`src/core/uic_pkg.sv`:
```
// constants shared by the button and led controller
package uic_pkg;
  localparam int CLK_NS = 4;
  localparam int TICK_NS = 1000000;
  localparam int TICK_MS = 1;
  localparam int TICK_DIV = TICK_NS / CLK_NS;
  localparam int HOLD_MS = 2000;
  localparam int HOLD_T = HOLD_MS / TICK_MS;
  localparam int WAKE_PWR_S = 10;
  localparam int WAKE_PWR_T = WAKE_PWR_S * 1000 / TICK_MS;
  localparam int WAKE_WL_MIN = 2;
  localparam int WAKE_WL_T = WAKE_WL_MIN * 60000 / TICK_MS;
  localparam int SEC_T = 1000 / TICK_MS;
  localparam int CHG_SEQ_MS = 3000;
  localparam int CHG_SEQ_T = CHG_SEQ_MS / TICK_MS;
  localparam int CHG_STEP_MS = 250;
  localparam int CHG_STEP_T = CHG_STEP_MS / TICK_MS;
  // blink table: 1 s even, power sleep normal, power sleep emergency,
  // battery slow, battery low
  localparam int BLK_N = 5;
  localparam int BLK_PER_MS [BLK_N] = '{1000, 5000, 2500, 1500, 1125};
  localparam int BLK_ON_MS [BLK_N] = '{500, 125, 125, 1250, 125};
  localparam int BLK_EVEN = 0;
  localparam int BLK_SLP = 1;
  localparam int BLK_SLP_EM = 2;
  localparam int BLK_BAT = 3;
  localparam int BLK_BAT_LO = 4;
  // led positions
  localparam int LED_PWR = 0;
  localparam int LED_BAT = 1;
  localparam int LED_POS = 2;
  localparam int LED_WL = 3;
  localparam int LED_REP = 4;
  localparam int LED_SIG = 5;
  // register map
  localparam logic [7:0] ADDR_CTRL = 8'h00;
  localparam logic [7:0] ADDR_RATE = 8'h04;
  localparam logic [7:0] ADDR_STAT = 8'h08;
  localparam logic [5:0] CTRL_RST = 6'h3F;
  localparam logic [15:0] RATE_RST = 16'h012C;
  localparam logic [1:0] RESP_OK = 2'h0;
  localparam logic [1:0] RESP_ERR = 2'h2;
  // status encodings
  localparam logic [1:0] BAT_REQ = 2'h0;
  localparam logic [1:0] BAT_LT20 = 2'h1;
  localparam logic [1:0] BAT_LT80 = 2'h2;
  localparam logic [1:0] FIX_3D = 2'h3;
  localparam logic [1:0] REP_FAIL = 2'h1;
  localparam logic [1:0] REP_OK = 2'h2;
  localparam logic [2:0] BARS_SOLID = 3'h3;
  typedef enum logic [1:0] {UIC_OFF, UIC_SLEEP, UIC_AWAKE} uic_pwr_t;
endpackage : uic_pkg

```
`src/core/uic_btn_if.sv`:
```
// button event carrier between button qualifier and controller
`timescale 1ns/100ps
interface uic_btn_if;
  logic short_p;
  logic long_p;
  modport src (output short_p, output long_p);
  modport dst (input short_p, input long_p);
endinterface : uic_btn_if

```
`src/core/uic_tick.sv`:
```
// millisecond tick divider
`timescale 1ns/100ps
module uic_tick #(
  parameter int DIV = uic_pkg::TICK_DIV
) (
  input wire logic ref_clk,
  input wire logic arst_n,
  output logic tick
);
  logic [$clog2(DIV)-1:0] cnt_r;

  always_ff @(posedge ref_clk or negedge arst_n) begin
    if (!arst_n) begin
      cnt_r <= '0;
      tick <= 1'b0;
    end else begin
      tick <= (cnt_r == ($clog2(DIV))'(DIV - 1));
      if (cnt_r == ($clog2(DIV))'(DIV - 1)) begin
        cnt_r <= '0;
      end else begin
        cnt_r <= cnt_r + 1'b1;
      end
    end
  end
endmodule : uic_tick

```
`src/core/uic_btn.sv`:
```
// button synchroniser and short or long press classifier
`timescale 1ns/100ps
module uic_btn #(
  parameter int HOLD = uic_pkg::HOLD_T
) (
  input wire logic ref_clk,
  input wire logic arst_n,
  input wire logic tick,
  input wire logic btn_n,
  uic_btn_if.src ev
);
  logic s1_r, s2_r, s3_r, down_r;
  logic [$clog2(HOLD+1)-1:0] held_r;

  always_ff @(posedge ref_clk or negedge arst_n) begin
    if (!arst_n) begin
      s1_r <= 1'b1;
      s2_r <= 1'b1;
      s3_r <= 1'b1;
    end else begin
      s1_r <= btn_n;
      s2_r <= s1_r;
      s3_r <= s2_r;
    end
  end

  // press level changes only when stages two and three agree
  always_ff @(posedge ref_clk or negedge arst_n) begin
    if (!arst_n) begin
      down_r <= 1'b0;
      held_r <= '0;
      ev.short_p <= 1'b0;
      ev.long_p <= 1'b0;
    end else begin
      ev.short_p <= 1'b0;
      ev.long_p <= 1'b0;
      if (s2_r == s3_r) begin
        down_r <= !s3_r;
      end
      if (down_r && (s2_r == s3_r) && s3_r) begin
        ev.long_p <= (held_r == ($clog2(HOLD+1))'(HOLD));
        ev.short_p <= (held_r != ($clog2(HOLD+1))'(HOLD));
        held_r <= '0;
      end else if (down_r && tick &&
                   held_r != ($clog2(HOLD+1))'(HOLD)) begin
        held_r <= held_r + 1'b1;
      end
    end
  end
endmodule : uic_btn

```
`src/core/uic_top.sv`:
```
// button and status led controller with axi4-lite registers
// Notes on behaviour
// - power held two seconds then released toggles off and on
// - brief power press while sleeping wakes device for ten seconds
// - each two-second wireless press while awake toggles the wireless link
// - wireless press while sleeping wakes device for two minutes
// - power, wireless, power, wireless presses enter emergency, on or off
// - emergency entry reports at once, then repeats at configured rate
// - outgoing messages carry emergency flag while emergency is active
// - power off clears emergency until sequence is repeated
// - awake emergency outside the charger chase blinks all six led_enable_setting together, half second each
// - sleeping in emergency stops six-led pattern, power blink remains
// - power led off, solid awake, sleep blink every 5 s or 2.5 s
// - battery led shows level and charge progress with fixed blinks
// - position led off, blinking for 2-d fix, solid for 3-d fix
// - wireless led off, one-second blink unconnected, solid connected
// - report led off, blink on failed report, solid on success
// - signal led off, blink one or two bars, solid three to five
// - external power while on runs four-led clockwise chase 3 s
// - after special patterns every led returns to normal status
// - each led has its own enable; disabled led stays dark
// - no led is driven while powered off, even when charging
//
// The register offsets and the AXI4-Lite slave port were left to the implementer.
`timescale 1ns/100ps
module uic_top #(
  parameter int TICK_DIV = uic_pkg::TICK_DIV
) (
  input wire logic ref_clk,
  input wire logic arst_n,
  input wire logic pwr_btn_n,
  input wire logic wireless_link_button_n,
  input wire logic [1:0] battery_indicator_level,
  input wire logic charging,
  input wire logic charge_done,
  input wire logic ext_power,
  input wire logic [1:0] fix_kind,
  input wire logic link_conn,
  input wire logic [1:0] report_res,
  input wire logic [2:0] signal_bars,
  input wire logic sleep_req,
  output logic [5:0] led_o,
  output logic powered_o,
  output logic awake_o,
  output logic wireless_en_o,
  output logic emerg_flag_o,
  output logic emerg_report_o,
  input wire logic [7:0] s_axi_awaddr,
  input wire logic s_axi_awvalid,
  output logic s_axi_awready,
  input wire logic [31:0] s_axi_wdata,
  input wire logic [3:0] s_axi_wstrb,
  input wire logic s_axi_wvalid,
  output logic s_axi_wready,
  output logic [1:0] s_axi_bresp,
  output logic s_axi_bvalid,
  input wire logic s_axi_bready,
  input wire logic [7:0] s_axi_araddr,
  input wire logic s_axi_arvalid,
  output logic s_axi_arready,
  output logic [31:0] s_axi_rdata,
  output logic [1:0] s_axi_rresp,
  output logic s_axi_rvalid,
  input wire logic s_axi_rready
);
  localparam int WW = $clog2(uic_pkg::WAKE_WL_T + 1);
  localparam int SW = $clog2(uic_pkg::SEC_T);
  localparam int CW = $clog2(uic_pkg::CHG_SEQ_T + 1);
  localparam int TW = $clog2(uic_pkg::CHG_STEP_T);

  logic tick;
  uic_pkg::uic_pwr_t st_r;
  logic [WW-1:0] wake_r;
  logic [1:0] seq_r;
  logic seq_done, emerg_r, link_r;
  logic [SW-1:0] sub_r;
  logic [15:0] sec_r;
  logic [5:0] led_en_r;
  logic [15:0] rate_r;
  logic [7:0] aw_addr_r;
  logic [31:0] w_data_r;
  logic [3:0] w_strb_r;
  logic ext_d_r, chg_act_r;
  logic [CW-1:0] chg_cnt_r;
  logic [TW-1:0] stp_r;
  logic [1:0] pos_r;
  logic [uic_pkg::BLK_N-1:0] ph;
  logic [5:0] led_nxt;
  logic do_wr;

  uic_btn_if pwr_ev ();
  uic_btn_if wl_ev ();

  ////////////////////////////////////////////////////////////////////////
  // time base and buttons
  uic_tick #(.DIV(TICK_DIV)) u_tick (
    .ref_clk(ref_clk),
    .arst_n(arst_n),
    .tick(tick)
  );

  uic_btn u_pwr (
    .ref_clk(ref_clk),
    .arst_n(arst_n),
    .tick(tick),
    .btn_n(pwr_btn_n),
    .ev(pwr_ev)
  );

  uic_btn u_wl (
    .ref_clk(ref_clk),
    .arst_n(arst_n),
    .tick(tick),
    .btn_n(wireless_link_button_n),
    .ev(wl_ev)
  );

  ////////////////////////////////////////////////////////////////////////
  // emergency press sequence
  assign seq_done = wl_ev.short_p && (seq_r == 2'h3);

  always_ff @(posedge ref_clk or negedge arst_n) begin
    if (!arst_n) begin
      seq_r <= 2'h0;
    end else if (pwr_ev.short_p) begin
      seq_r <= (seq_r == 2'h0 || seq_r == 2'h2) ? seq_r + 2'h1 : 2'h1;
    end else if (wl_ev.short_p) begin
      seq_r <= (seq_r == 2'h1) ? 2'h2 : 2'h0;
    end else if (pwr_ev.long_p || wl_ev.long_p) begin
      seq_r <= 2'h0;
    end
  end

  ////////////////////////////////////////////////////////////////////////
  // power state and wake timer
  always_ff @(posedge ref_clk or negedge arst_n) begin
    if (!arst_n) begin
      st_r <= uic_pkg::UIC_OFF;
      wake_r <= '0;
    end else begin
      case (st_r)
        uic_pkg::UIC_OFF: begin
          if (pwr_ev.long_p || seq_done) begin
            st_r <= uic_pkg::UIC_AWAKE;
            wake_r <= '0;
          end
        end
        uic_pkg::UIC_SLEEP: begin
          if (pwr_ev.long_p) begin
            st_r <= uic_pkg::UIC_OFF;
          end else if (wl_ev.short_p || wl_ev.long_p) begin
            st_r <= uic_pkg::UIC_AWAKE;
            wake_r <= WW'(uic_pkg::WAKE_WL_T);
          end else if (pwr_ev.short_p) begin
            st_r <= uic_pkg::UIC_AWAKE;
            wake_r <= WW'(uic_pkg::WAKE_PWR_T);
          end
        end
        uic_pkg::UIC_AWAKE: begin
          if (pwr_ev.long_p) begin
            st_r <= uic_pkg::UIC_OFF;
            wake_r <= '0;
          end else if (wake_r != '0) begin
            if (tick) begin
              wake_r <= wake_r - 1'b1;
              if (wake_r == WW'(1)) begin
                st_r <= uic_pkg::UIC_SLEEP;
              end
            end
          end else if (sleep_req) begin
            st_r <= uic_pkg::UIC_SLEEP;
          end
        end
        default: begin
          st_r <= uic_pkg::UIC_OFF;
          wake_r <= '0;
        end
      endcase
    end
  end

  ////////////////////////////////////////////////////////////////////////
  // wireless link and emergency mode
  always_ff @(posedge ref_clk or negedge arst_n) begin
    if (!arst_n) begin
      link_r <= 1'b0;
    end else if (st_r == uic_pkg::UIC_OFF || pwr_ev.long_p) begin
      link_r <= 1'b0;
    end else if (wl_ev.long_p && st_r == uic_pkg::UIC_AWAKE) begin
      link_r <= !link_r;
    end
  end

  always_ff @(posedge ref_clk or negedge arst_n) begin
    if (!arst_n) begin
      emerg_r <= 1'b0;
    end else if (pwr_ev.long_p && st_r != uic_pkg::UIC_OFF) begin
      emerg_r <= 1'b0;
    end else if (seq_done) begin
      emerg_r <= 1'b1;
    end
  end

  // report pacing: one at entry, then every rate_r seconds
  always_ff @(posedge ref_clk or negedge arst_n) begin
    if (!arst_n) begin
      sub_r <= '0;
      sec_r <= 16'h0000;
      emerg_report_o <= 1'b0;
    end else begin
      emerg_report_o <= 1'b0;
      if (seq_done && !emerg_r) begin
        emerg_report_o <= 1'b1;
        sub_r <= '0;
        sec_r <= 16'h0000;
      end else if (emerg_r && tick) begin
        sub_r <= (sub_r == SW'(uic_pkg::SEC_T - 1)) ? '0 : sub_r + 1'b1;
        if (sub_r == SW'(uic_pkg::SEC_T - 1)) begin
          if (rate_r != 16'h0000 && sec_r + 16'h0001 >= rate_r) begin
            emerg_report_o <= 1'b1;
            sec_r <= 16'h0000;
          end else begin
            sec_r <= sec_r + 16'h0001;
          end
        end
      end
    end
  end

  ////////////////////////////////////////////////////////////////////////
  // blink phase generators
  genvar gi;
  generate
    for (gi = 0; gi < uic_pkg::BLK_N; gi++) begin : g_blk
      logic [12:0] c_r;
      always_ff @(posedge ref_clk or negedge arst_n) begin
        if (!arst_n) begin
          c_r <= 13'h0000;
        end else if (tick) begin
          c_r <= (c_r == 13'(uic_pkg::BLK_PER_MS[gi] - 1)) ?
                 13'h0000 : c_r + 13'h0001;
        end
      end
      assign ph[gi] = (c_r < 13'(uic_pkg::BLK_ON_MS[gi]));
    end
  endgenerate

  ////////////////////////////////////////////////////////////////////////
  // charger connection chase
  always_ff @(posedge ref_clk or negedge arst_n) begin
    if (!arst_n) begin
      ext_d_r <= 1'b0;
      chg_act_r <= 1'b0;
      chg_cnt_r <= '0;
      stp_r <= '0;
      pos_r <= 2'h0;
    end else begin
      ext_d_r <= ext_power;
      if (ext_power && !ext_d_r && st_r != uic_pkg::UIC_OFF) begin
        chg_act_r <= 1'b1;
        chg_cnt_r <= CW'(uic_pkg::CHG_SEQ_T);
        stp_r <= '0;
        pos_r <= 2'h0;
      end else if (st_r == uic_pkg::UIC_OFF) begin
        chg_act_r <= 1'b0;
      end else if (chg_act_r && tick) begin
        chg_cnt_r <= chg_cnt_r - 1'b1;
        chg_act_r <= (chg_cnt_r != CW'(1));
        stp_r <= (stp_r == TW'(uic_pkg::CHG_STEP_T - 1)) ? '0 : stp_r + 1'b1;
        if (stp_r == TW'(uic_pkg::CHG_STEP_T - 1)) begin
          pos_r <= pos_r + 2'h1;
        end
      end
    end
  end

  ////////////////////////////////////////////////////////////////////////
  // led pattern selection
  always_comb begin
    led_nxt = 6'h00;
    case (st_r)
      uic_pkg::UIC_AWAKE: led_nxt[uic_pkg::LED_PWR] = 1'b1;
      uic_pkg::UIC_SLEEP: led_nxt[uic_pkg::LED_PWR] =
        emerg_r ? ph[uic_pkg::BLK_SLP_EM] : ph[uic_pkg::BLK_SLP];
      default: led_nxt[uic_pkg::LED_PWR] = 1'b0;
    endcase
    if (charging) begin
      led_nxt[uic_pkg::LED_BAT] = charge_done | ph[uic_pkg::BLK_BAT];
    end else begin
      case (battery_indicator_level)
        uic_pkg::BAT_REQ: led_nxt[uic_pkg::LED_BAT] = 1'b0;
        uic_pkg::BAT_LT20: led_nxt[uic_pkg::LED_BAT] =
          ph[uic_pkg::BLK_BAT_LO];
        uic_pkg::BAT_LT80: led_nxt[uic_pkg::LED_BAT] =
          ph[uic_pkg::BLK_BAT];
        default: led_nxt[uic_pkg::LED_BAT] = 1'b1;
      endcase
    end
    led_nxt[uic_pkg::LED_POS] = (fix_kind == uic_pkg::FIX_3D) ? 1'b1 :
      (fix_kind != 2'h0) & ph[uic_pkg::BLK_EVEN];
    led_nxt[uic_pkg::LED_WL] = link_r &
      (link_conn | ph[uic_pkg::BLK_EVEN]);
    led_nxt[uic_pkg::LED_REP] = (report_res == uic_pkg::REP_OK) |
      ((report_res == uic_pkg::REP_FAIL) & ph[uic_pkg::BLK_EVEN]);
    led_nxt[uic_pkg::LED_SIG] = (signal_bars >= uic_pkg::BARS_SOLID) |
      ((signal_bars != 3'h0) & ph[uic_pkg::BLK_EVEN]);
    if (st_r == uic_pkg::UIC_SLEEP) begin
      led_nxt[5:1] = 5'h00;
    end
    if (chg_act_r) begin
      led_nxt[uic_pkg::LED_BAT] = (pos_r == 2'h0);
      led_nxt[uic_pkg::LED_POS] = (pos_r == 2'h1);
      led_nxt[uic_pkg::LED_SIG] = (pos_r == 2'h2);
      led_nxt[uic_pkg::LED_REP] = (pos_r == 2'h3);
    end else if (emerg_r && st_r == uic_pkg::UIC_AWAKE) begin
      led_nxt = {6{ph[uic_pkg::BLK_EVEN]}};
    end
    if (st_r == uic_pkg::UIC_OFF) begin
      led_nxt = 6'h00;
    end
    led_nxt = led_nxt & led_en_r;
  end

  always_ff @(posedge ref_clk or negedge arst_n) begin
    if (!arst_n) begin
      led_o <= 6'h00;
      powered_o <= 1'b0;
      awake_o <= 1'b0;
      wireless_en_o <= 1'b0;
      emerg_flag_o <= 1'b0;
    end else begin
      led_o <= led_nxt;
      powered_o <= (st_r != uic_pkg::UIC_OFF);
      awake_o <= (st_r == uic_pkg::UIC_AWAKE);
      wireless_en_o <= link_r;
      emerg_flag_o <= emerg_r;
    end
  end

  ////////////////////////////////////////////////////////////////////////
  // axi4-lite register slave
  assign do_wr = !s_axi_awready && !s_axi_wready && !s_axi_bvalid;

  always_ff @(posedge ref_clk or negedge arst_n) begin
    if (!arst_n) begin
      s_axi_awready <= 1'b1;
      s_axi_wready <= 1'b1;
      s_axi_bvalid <= 1'b0;
      s_axi_bresp <= uic_pkg::RESP_OK;
      aw_addr_r <= 8'h00;
      w_data_r <= 32'h00000000;
      w_strb_r <= 4'h0;
    end else begin
      if (s_axi_awvalid && s_axi_awready) begin
        s_axi_awready <= 1'b0;
        aw_addr_r <= s_axi_awaddr;
      end
      if (s_axi_wvalid && s_axi_wready) begin
        s_axi_wready <= 1'b0;
        w_data_r <= s_axi_wdata;
        w_strb_r <= s_axi_wstrb;
      end
      if (do_wr) begin
        s_axi_bvalid <= 1'b1;
        s_axi_bresp <= (aw_addr_r == uic_pkg::ADDR_CTRL ||
                        aw_addr_r == uic_pkg::ADDR_RATE) ?
                       uic_pkg::RESP_OK : uic_pkg::RESP_ERR;
      end
      if (s_axi_bvalid && s_axi_bready) begin
        s_axi_bvalid <= 1'b0;
        s_axi_awready <= 1'b1;
        s_axi_wready <= 1'b1;
      end
    end
  end

  always_ff @(posedge ref_clk or negedge arst_n) begin
    if (!arst_n) begin
      led_en_r <= uic_pkg::CTRL_RST;
      rate_r <= uic_pkg::RATE_RST;
    end else if (do_wr) begin
      if (aw_addr_r == uic_pkg::ADDR_CTRL && w_strb_r[0]) begin
        led_en_r <= w_data_r[5:0];
      end
      if (aw_addr_r == uic_pkg::ADDR_RATE) begin
        if (w_strb_r[0]) begin
          rate_r[7:0] <= w_data_r[7:0];
        end
        if (w_strb_r[1]) begin
          rate_r[15:8] <= w_data_r[15:8];
        end
      end
    end
  end

  always_ff @(posedge ref_clk or negedge arst_n) begin
    if (!arst_n) begin
      s_axi_arready <= 1'b1;
      s_axi_rvalid <= 1'b0;
      s_axi_rdata <= 32'h00000000;
      s_axi_rresp <= uic_pkg::RESP_OK;
    end else if (s_axi_arvalid && s_axi_arready) begin
      s_axi_arready <= 1'b0;
      s_axi_rvalid <= 1'b1;
      s_axi_rresp <= uic_pkg::RESP_OK;
      case (s_axi_araddr)
        uic_pkg::ADDR_CTRL: s_axi_rdata <= {26'h0000000, led_en_r};
        uic_pkg::ADDR_RATE: s_axi_rdata <= {16'h0000, rate_r};
        uic_pkg::ADDR_STAT: s_axi_rdata <= {22'h000000, led_o,
                                             link_r, emerg_r, st_r};
        default: begin
          s_axi_rdata <= 32'h00000000;
          s_axi_rresp <= uic_pkg::RESP_ERR;
        end
      endcase
    end else if (s_axi_rvalid && s_axi_rready) begin
      s_axi_rvalid <= 1'b0;
      s_axi_arready <= 1'b1;
    end
  end
endmodule : uic_top

```
`config.mk`:
```
export PLATFORM = sky130hd
export DESIGN_NAME = uic_top
export DESIGN_NICKNAME = d
export VERILOG_FILES = /design/src/core/uic_pkg.sv /design/src/core/uic_btn_if.sv /design/src/core/uic_tick.sv /design/src/core/uic_btn.sv /design/src/core/uic_top.sv
export SDC_FILE = /design/constraint.sdc
export NUM_CORES = 1
export LEC_CHECK = 0
export ABC_CLOCK_PERIOD_IN_PS = 5800
export BUFFER_PORTS_ARGS = -buffer_cell sky130_fd_sc_hd__buf_2
export CAP_MARGIN = 30
export CORE_AREA = 2 2 189 191
export DETAILED_ROUTE_END_ITERATION = 16
export DIE_AREA = 0 0 191 193
export SETUP_SLACK_MARGIN = 0.15
export SYNTH_ARGS = -nofsm -noshare
export SYNTH_HDL_FRONTEND = slang
export SYNTH_SLANG_ARGS = --single-unit
export TNS_END_PERCENT = 10
```
`constraint.sdc`:
```
create_clock -name ref_clk -period 5.8 [get_ports ref_clk]
set_input_delay 0.29 -clock ref_clk [delete_from_list [all_inputs] [get_ports ref_clk]]
set_output_delay 0.29 -clock ref_clk [all_outputs]
set_load 0.05 [all_outputs]
```
==> summary.md <==
| Metric | Value |
|---|---|
| Type of the most critical hold path | `in -> reg` |
| Post-synthesis cell type count | `62` |
| Slew Limit Fails | `0` |
| Synth async-reset ratio | `1.00` |
| Root Driver | `clkbuf_16` |
| Yosys synthesis warning count | `0` |
| Antenna violations before repair | `0` |
| Initial core utilization | `0.392` |
| Layout Skew | `0.0116 ns` |
| Gate Count Post-Synth | `1414` |
| Final hold vios | `0` |
| Die H | `193 um` |
| Endpoints failing setup | `0` |
| Iter 0 DRT Violations | `695` |
| Vias in the first global route | `10300` |
| Final min period | `3.54 ns` |
| ANT cells | `0` |
| Num CTS Buffers | `31` |
| Cells after DPL | `1930` |
| Final-layout fill cell count | `3307` |
| Run status | `finished clean` |
| DRT Pass-1 Iters | `7` |
| Sequential-to-total area share from yosys stat | `0.500` |
| DRC viols | `0` |
| Synth Flop Type | `dfrtp_1` |
| CP Launch Type | `flip-flop` |
| Largest net degree at the start of global routing | `155` |
| Max IR drop VDD | `0.243 mV` |
| Core Box Area | `35000 um2` |
| Crit-path cells | `nand3_1, nor2_1, nand4_1, xnor2_1, ha_1, nand4_1, nor2_1, o21ai_0, nor2_1, o21ai_0, a22o_1` |
| WP data arrival | `3.99 ns` |
| Placer Congestion | `0.823` |
| Buffers added on ports | `90` |
| Site Rows | `69` |
| Slowest CP cell | `nor2_1` |
| First-pass GRT wire length | `51.7 mm` |
| Critical Path Max Stage Delay | `0.69 ns` |
| Netlist Area Pre-Place | `13700 um2` |
| Worst EP required | `6.25 ns` |
| Crit Path Max Fanout | `14` |
| CTS tree | `built` |
| # H-tree levels | `1` |
| Max Cap Viol | `0` |
| Final ANT Viol Nets | `0` |
| F_max | `282 MHz` |
| Fin Setup TNS | `0 ns` |
| PD cells | `362 nW/um2` |
| HPWL Detailed | `20.7 mm` |
| Crit path top cell by count | `nor2_1` |
| Post-synth EDFFs | `0` |
| Largest buffer count on any clock path | `3` |
| GRT Util Overall | `0.169` |
| Routed WL | `30.7 mm` |
| Lkg Pwr | `7.15 nW` |
| Clock Sinks | `273` |
| Via density | `5.27` |
| Synth-to-layout area growth | `16.5%` |
| Die width | `191 um` |
| Wire length per cell | `15.1 um` |
| DP Area | `14600 um2` |
| Endpoint class of the critical path | `flip-flop` |
| Slew headroom | `0.271` |
| GRT overflow | `0` |
| Via count | `10700` |
| RSZ-0062 raised after global routing | `false` |
| Final Non-Filler Cells | `2026` |
| Ports | `127` |
| Final Cycle Share | `0.611` |
| Worst slew pin tran | `1.09 ns` |
| Fraction of layout cells with a size suffix above 1 | `0.141` |
| Finished Cell Area | `16000 um2` |
| Mean Syn Cell Area | `9.71 um2` |
| Post-layout net count | `1658` |
| Die ar. | `36900 um2` |
| Synth Register Bits | `273` |
| Clock Pin Slew Worst Setup and Hold Paths | `0.07 ns` |
| Clock latency at the later pin of the worst-skew pair | `0.57 ns` |
| Kind of critical path | `reg -> reg` |
## kinds of logic after synthesis
family / count (synthesis) / synth area share
flip-flops: 273 / 0.500
multiplexers: 54 / 0.0432
XOR/XNOR: 93 / 0.0594
buffers and inverters: 109 / 0.0358
AND/OR/NAND/NOR: 556 / 0.196
other: 1 / 0.000273
AO/OA/AOI/OAI: 284 / 0.126
adder cells (fa/ha/maj): 44 / 0.0399
## synthesized netlist by cell type, types with 3 or more instances
cell type	n	area (um2)
a22oi_1	4	30.0
nand3_1	82	410
or2_2	6	37.5
o22ai_1	3	18.8
nor2_1	141	529
mux2_2	42	473
nor2b_1	9	56.3
o211ai_1	5	37.5
a21oi_1	55	275
or3_1	9	56.3
a31oi_1	19	119
o21ai_0	124	621
nand4b_1	7	61.3
inv_1	52	195
ha_1	43	538
nand2b_1	12	75.1
o41ai_1	4	35.0
clkbuf_1	33	124
buf_4	19	143
o2bb2ai_1	3	26.3
nor4_1	23	144
and4_1	6	52.6
dfstp_2	19	499
nand2_1	141	529
o21ai_1	3	15.0
a211oi_1	4	30.0
buf_2	3	15.0
xor2_1	37	324
dfrtp_1	254	6360
nand3b_1	5	37.5
mux2i_1	12	120
nand4_1	30	188
nor4b_1	3	26.3
xnor2_1	56	490
nor3_1	36	180
o31ai_1	13	97.6
a21o_1	9	67.6
and3_1	28	175
and2_1	10	62.6
a22o_1	22	193
## per-stage QoR
stage           util  worst slack [ns]  hold WS (ns)  power [mW]
2_1_floorplan      -              2.78      -0.00559        3.41
3_3_place_gp   0.417              2.36         0.346        3.78
3_5_place_dp   0.417              2.33         0.347        3.82
4_1_cts        0.457              2.28        0.0102        5.85
5_1_grt        0.457              1.98        0.0288        6.14
6_report       0.457              2.26        0.0388        5.79
## layout make-up
cell class / count / area, um2 / share of cell area
Clock buffer: 42 / 857 / 0.0536
Multi-Input combinational cell: 1049 / 6450 / 0.403
Tap cell: 461 / 577 / 0.0361
Sequential cell: 273 / 6860 / 0.429
Clock inverter: 16 / 173 / 0.0108
Timing Repair Buffer: 133 / 888 / 0.0555
Inverter: 52 / 195 / 0.0122
## layer usage
layer / global-route usage / vias to the layer above / part of all wire
met1: 0.242 / 5162 / 0.48
met5: 0 / - / 0
met3: 0.0239 / 50 / 0.048
met2: 0.267 / 230 / 0.45
met4: 0.0468 / 0 / 0.021
li1: - / 5244 / -
## power breakdown
part / switching [mW] / internal (mW) / total [mW]
Sequential: 0.228 / 2.15 / 2.38
Combinational: 0.949 / 0.493 / 1.44
Clock: 0.802 / 1.17 / 1.97
Total: 1.98 / 3.81 / 5.79
## layout by cell type (no fill, tap or decap), types with 12 or more instances in the layout
cell | Yosys | final
buf_2 | 3 | 90
conb_1 | 1 | 18
mux2i_1 | 12 | 12
o31ai_1 | 13 | 13
nand2b_1 | 12 | 12
and3_1 | 28 | 28
nor2_1 | 141 | 141
xor2_1 | 37 | 37
xnor2_1 | 56 | 56
nand4_1 | 30 | 30
inv_1 | 52 | 52
nor3_1 | 36 | 36
dfstp_2 | 19 | 19
nor4_1 | 23 | 23
mux2_2 | 42 | 42
clkbuf_16 | 0 | 31
a22o_1 | 22 | 22
a31oi_1 | 19 | 19
nand3_1 | 82 | 82
a21oi_1 | 55 | 55
dfrtp_1 | 254 | 254
dlygate4sd3_1 | 0 | 38
o21ai_0 | 124 | 124
nand2_1 | 141 | 141
ha_1 | 43 | 43
## worst max-delay path, delay by kind of cell, from the launching register on
family	cells	cell delay [ns]
xor+xnor	1	0.19
fa+ha+maj	1	0.32
simple gates	6	1.84
compound gates	3	0.63
flops	1	0.45
## registers in the layout, summed over array words and instances, names as in the netlist, 10 cells and up
signal	cells
w_data_r	16
sec_r	16
u_wl.held_r	11
u_pwr.held_r	11
chg_cnt_r	12
u_tick.cnt_r	18
sub_r	10
rate_r	16
s_axi_rdata	16
g_blk.c_r	65
wake_r	17
## final timing paths
kind	to	slack (ns)	depth (start not counted)	startpoint
worst max-delay path	sec_r[15]	2.26	11	sec_r[2]
worst min-delay path	led_o[3]	0.04	3	link_conn
worst max register to register	sec_r[15]	2.26	11	sec_r[2]
worst min register to register	u_pwr.s2_r	0.35	0	u_pwr.s1_r
max in group asynchronous	u_tick.cnt_r[12]	4.09	3	arst_n
min in group asynchronous	s_axi_rvalid	0.40	2	arst_n
## what timing repair did
action | in CTS | in global routing
hold buffers | 38 | 0
gates resized for setup | 0 | 0
endpoints found under the hold margin | 140 | 0
buffers inserted | 0 | 0
Note: power is estimated with default switching activity, not from simulation.
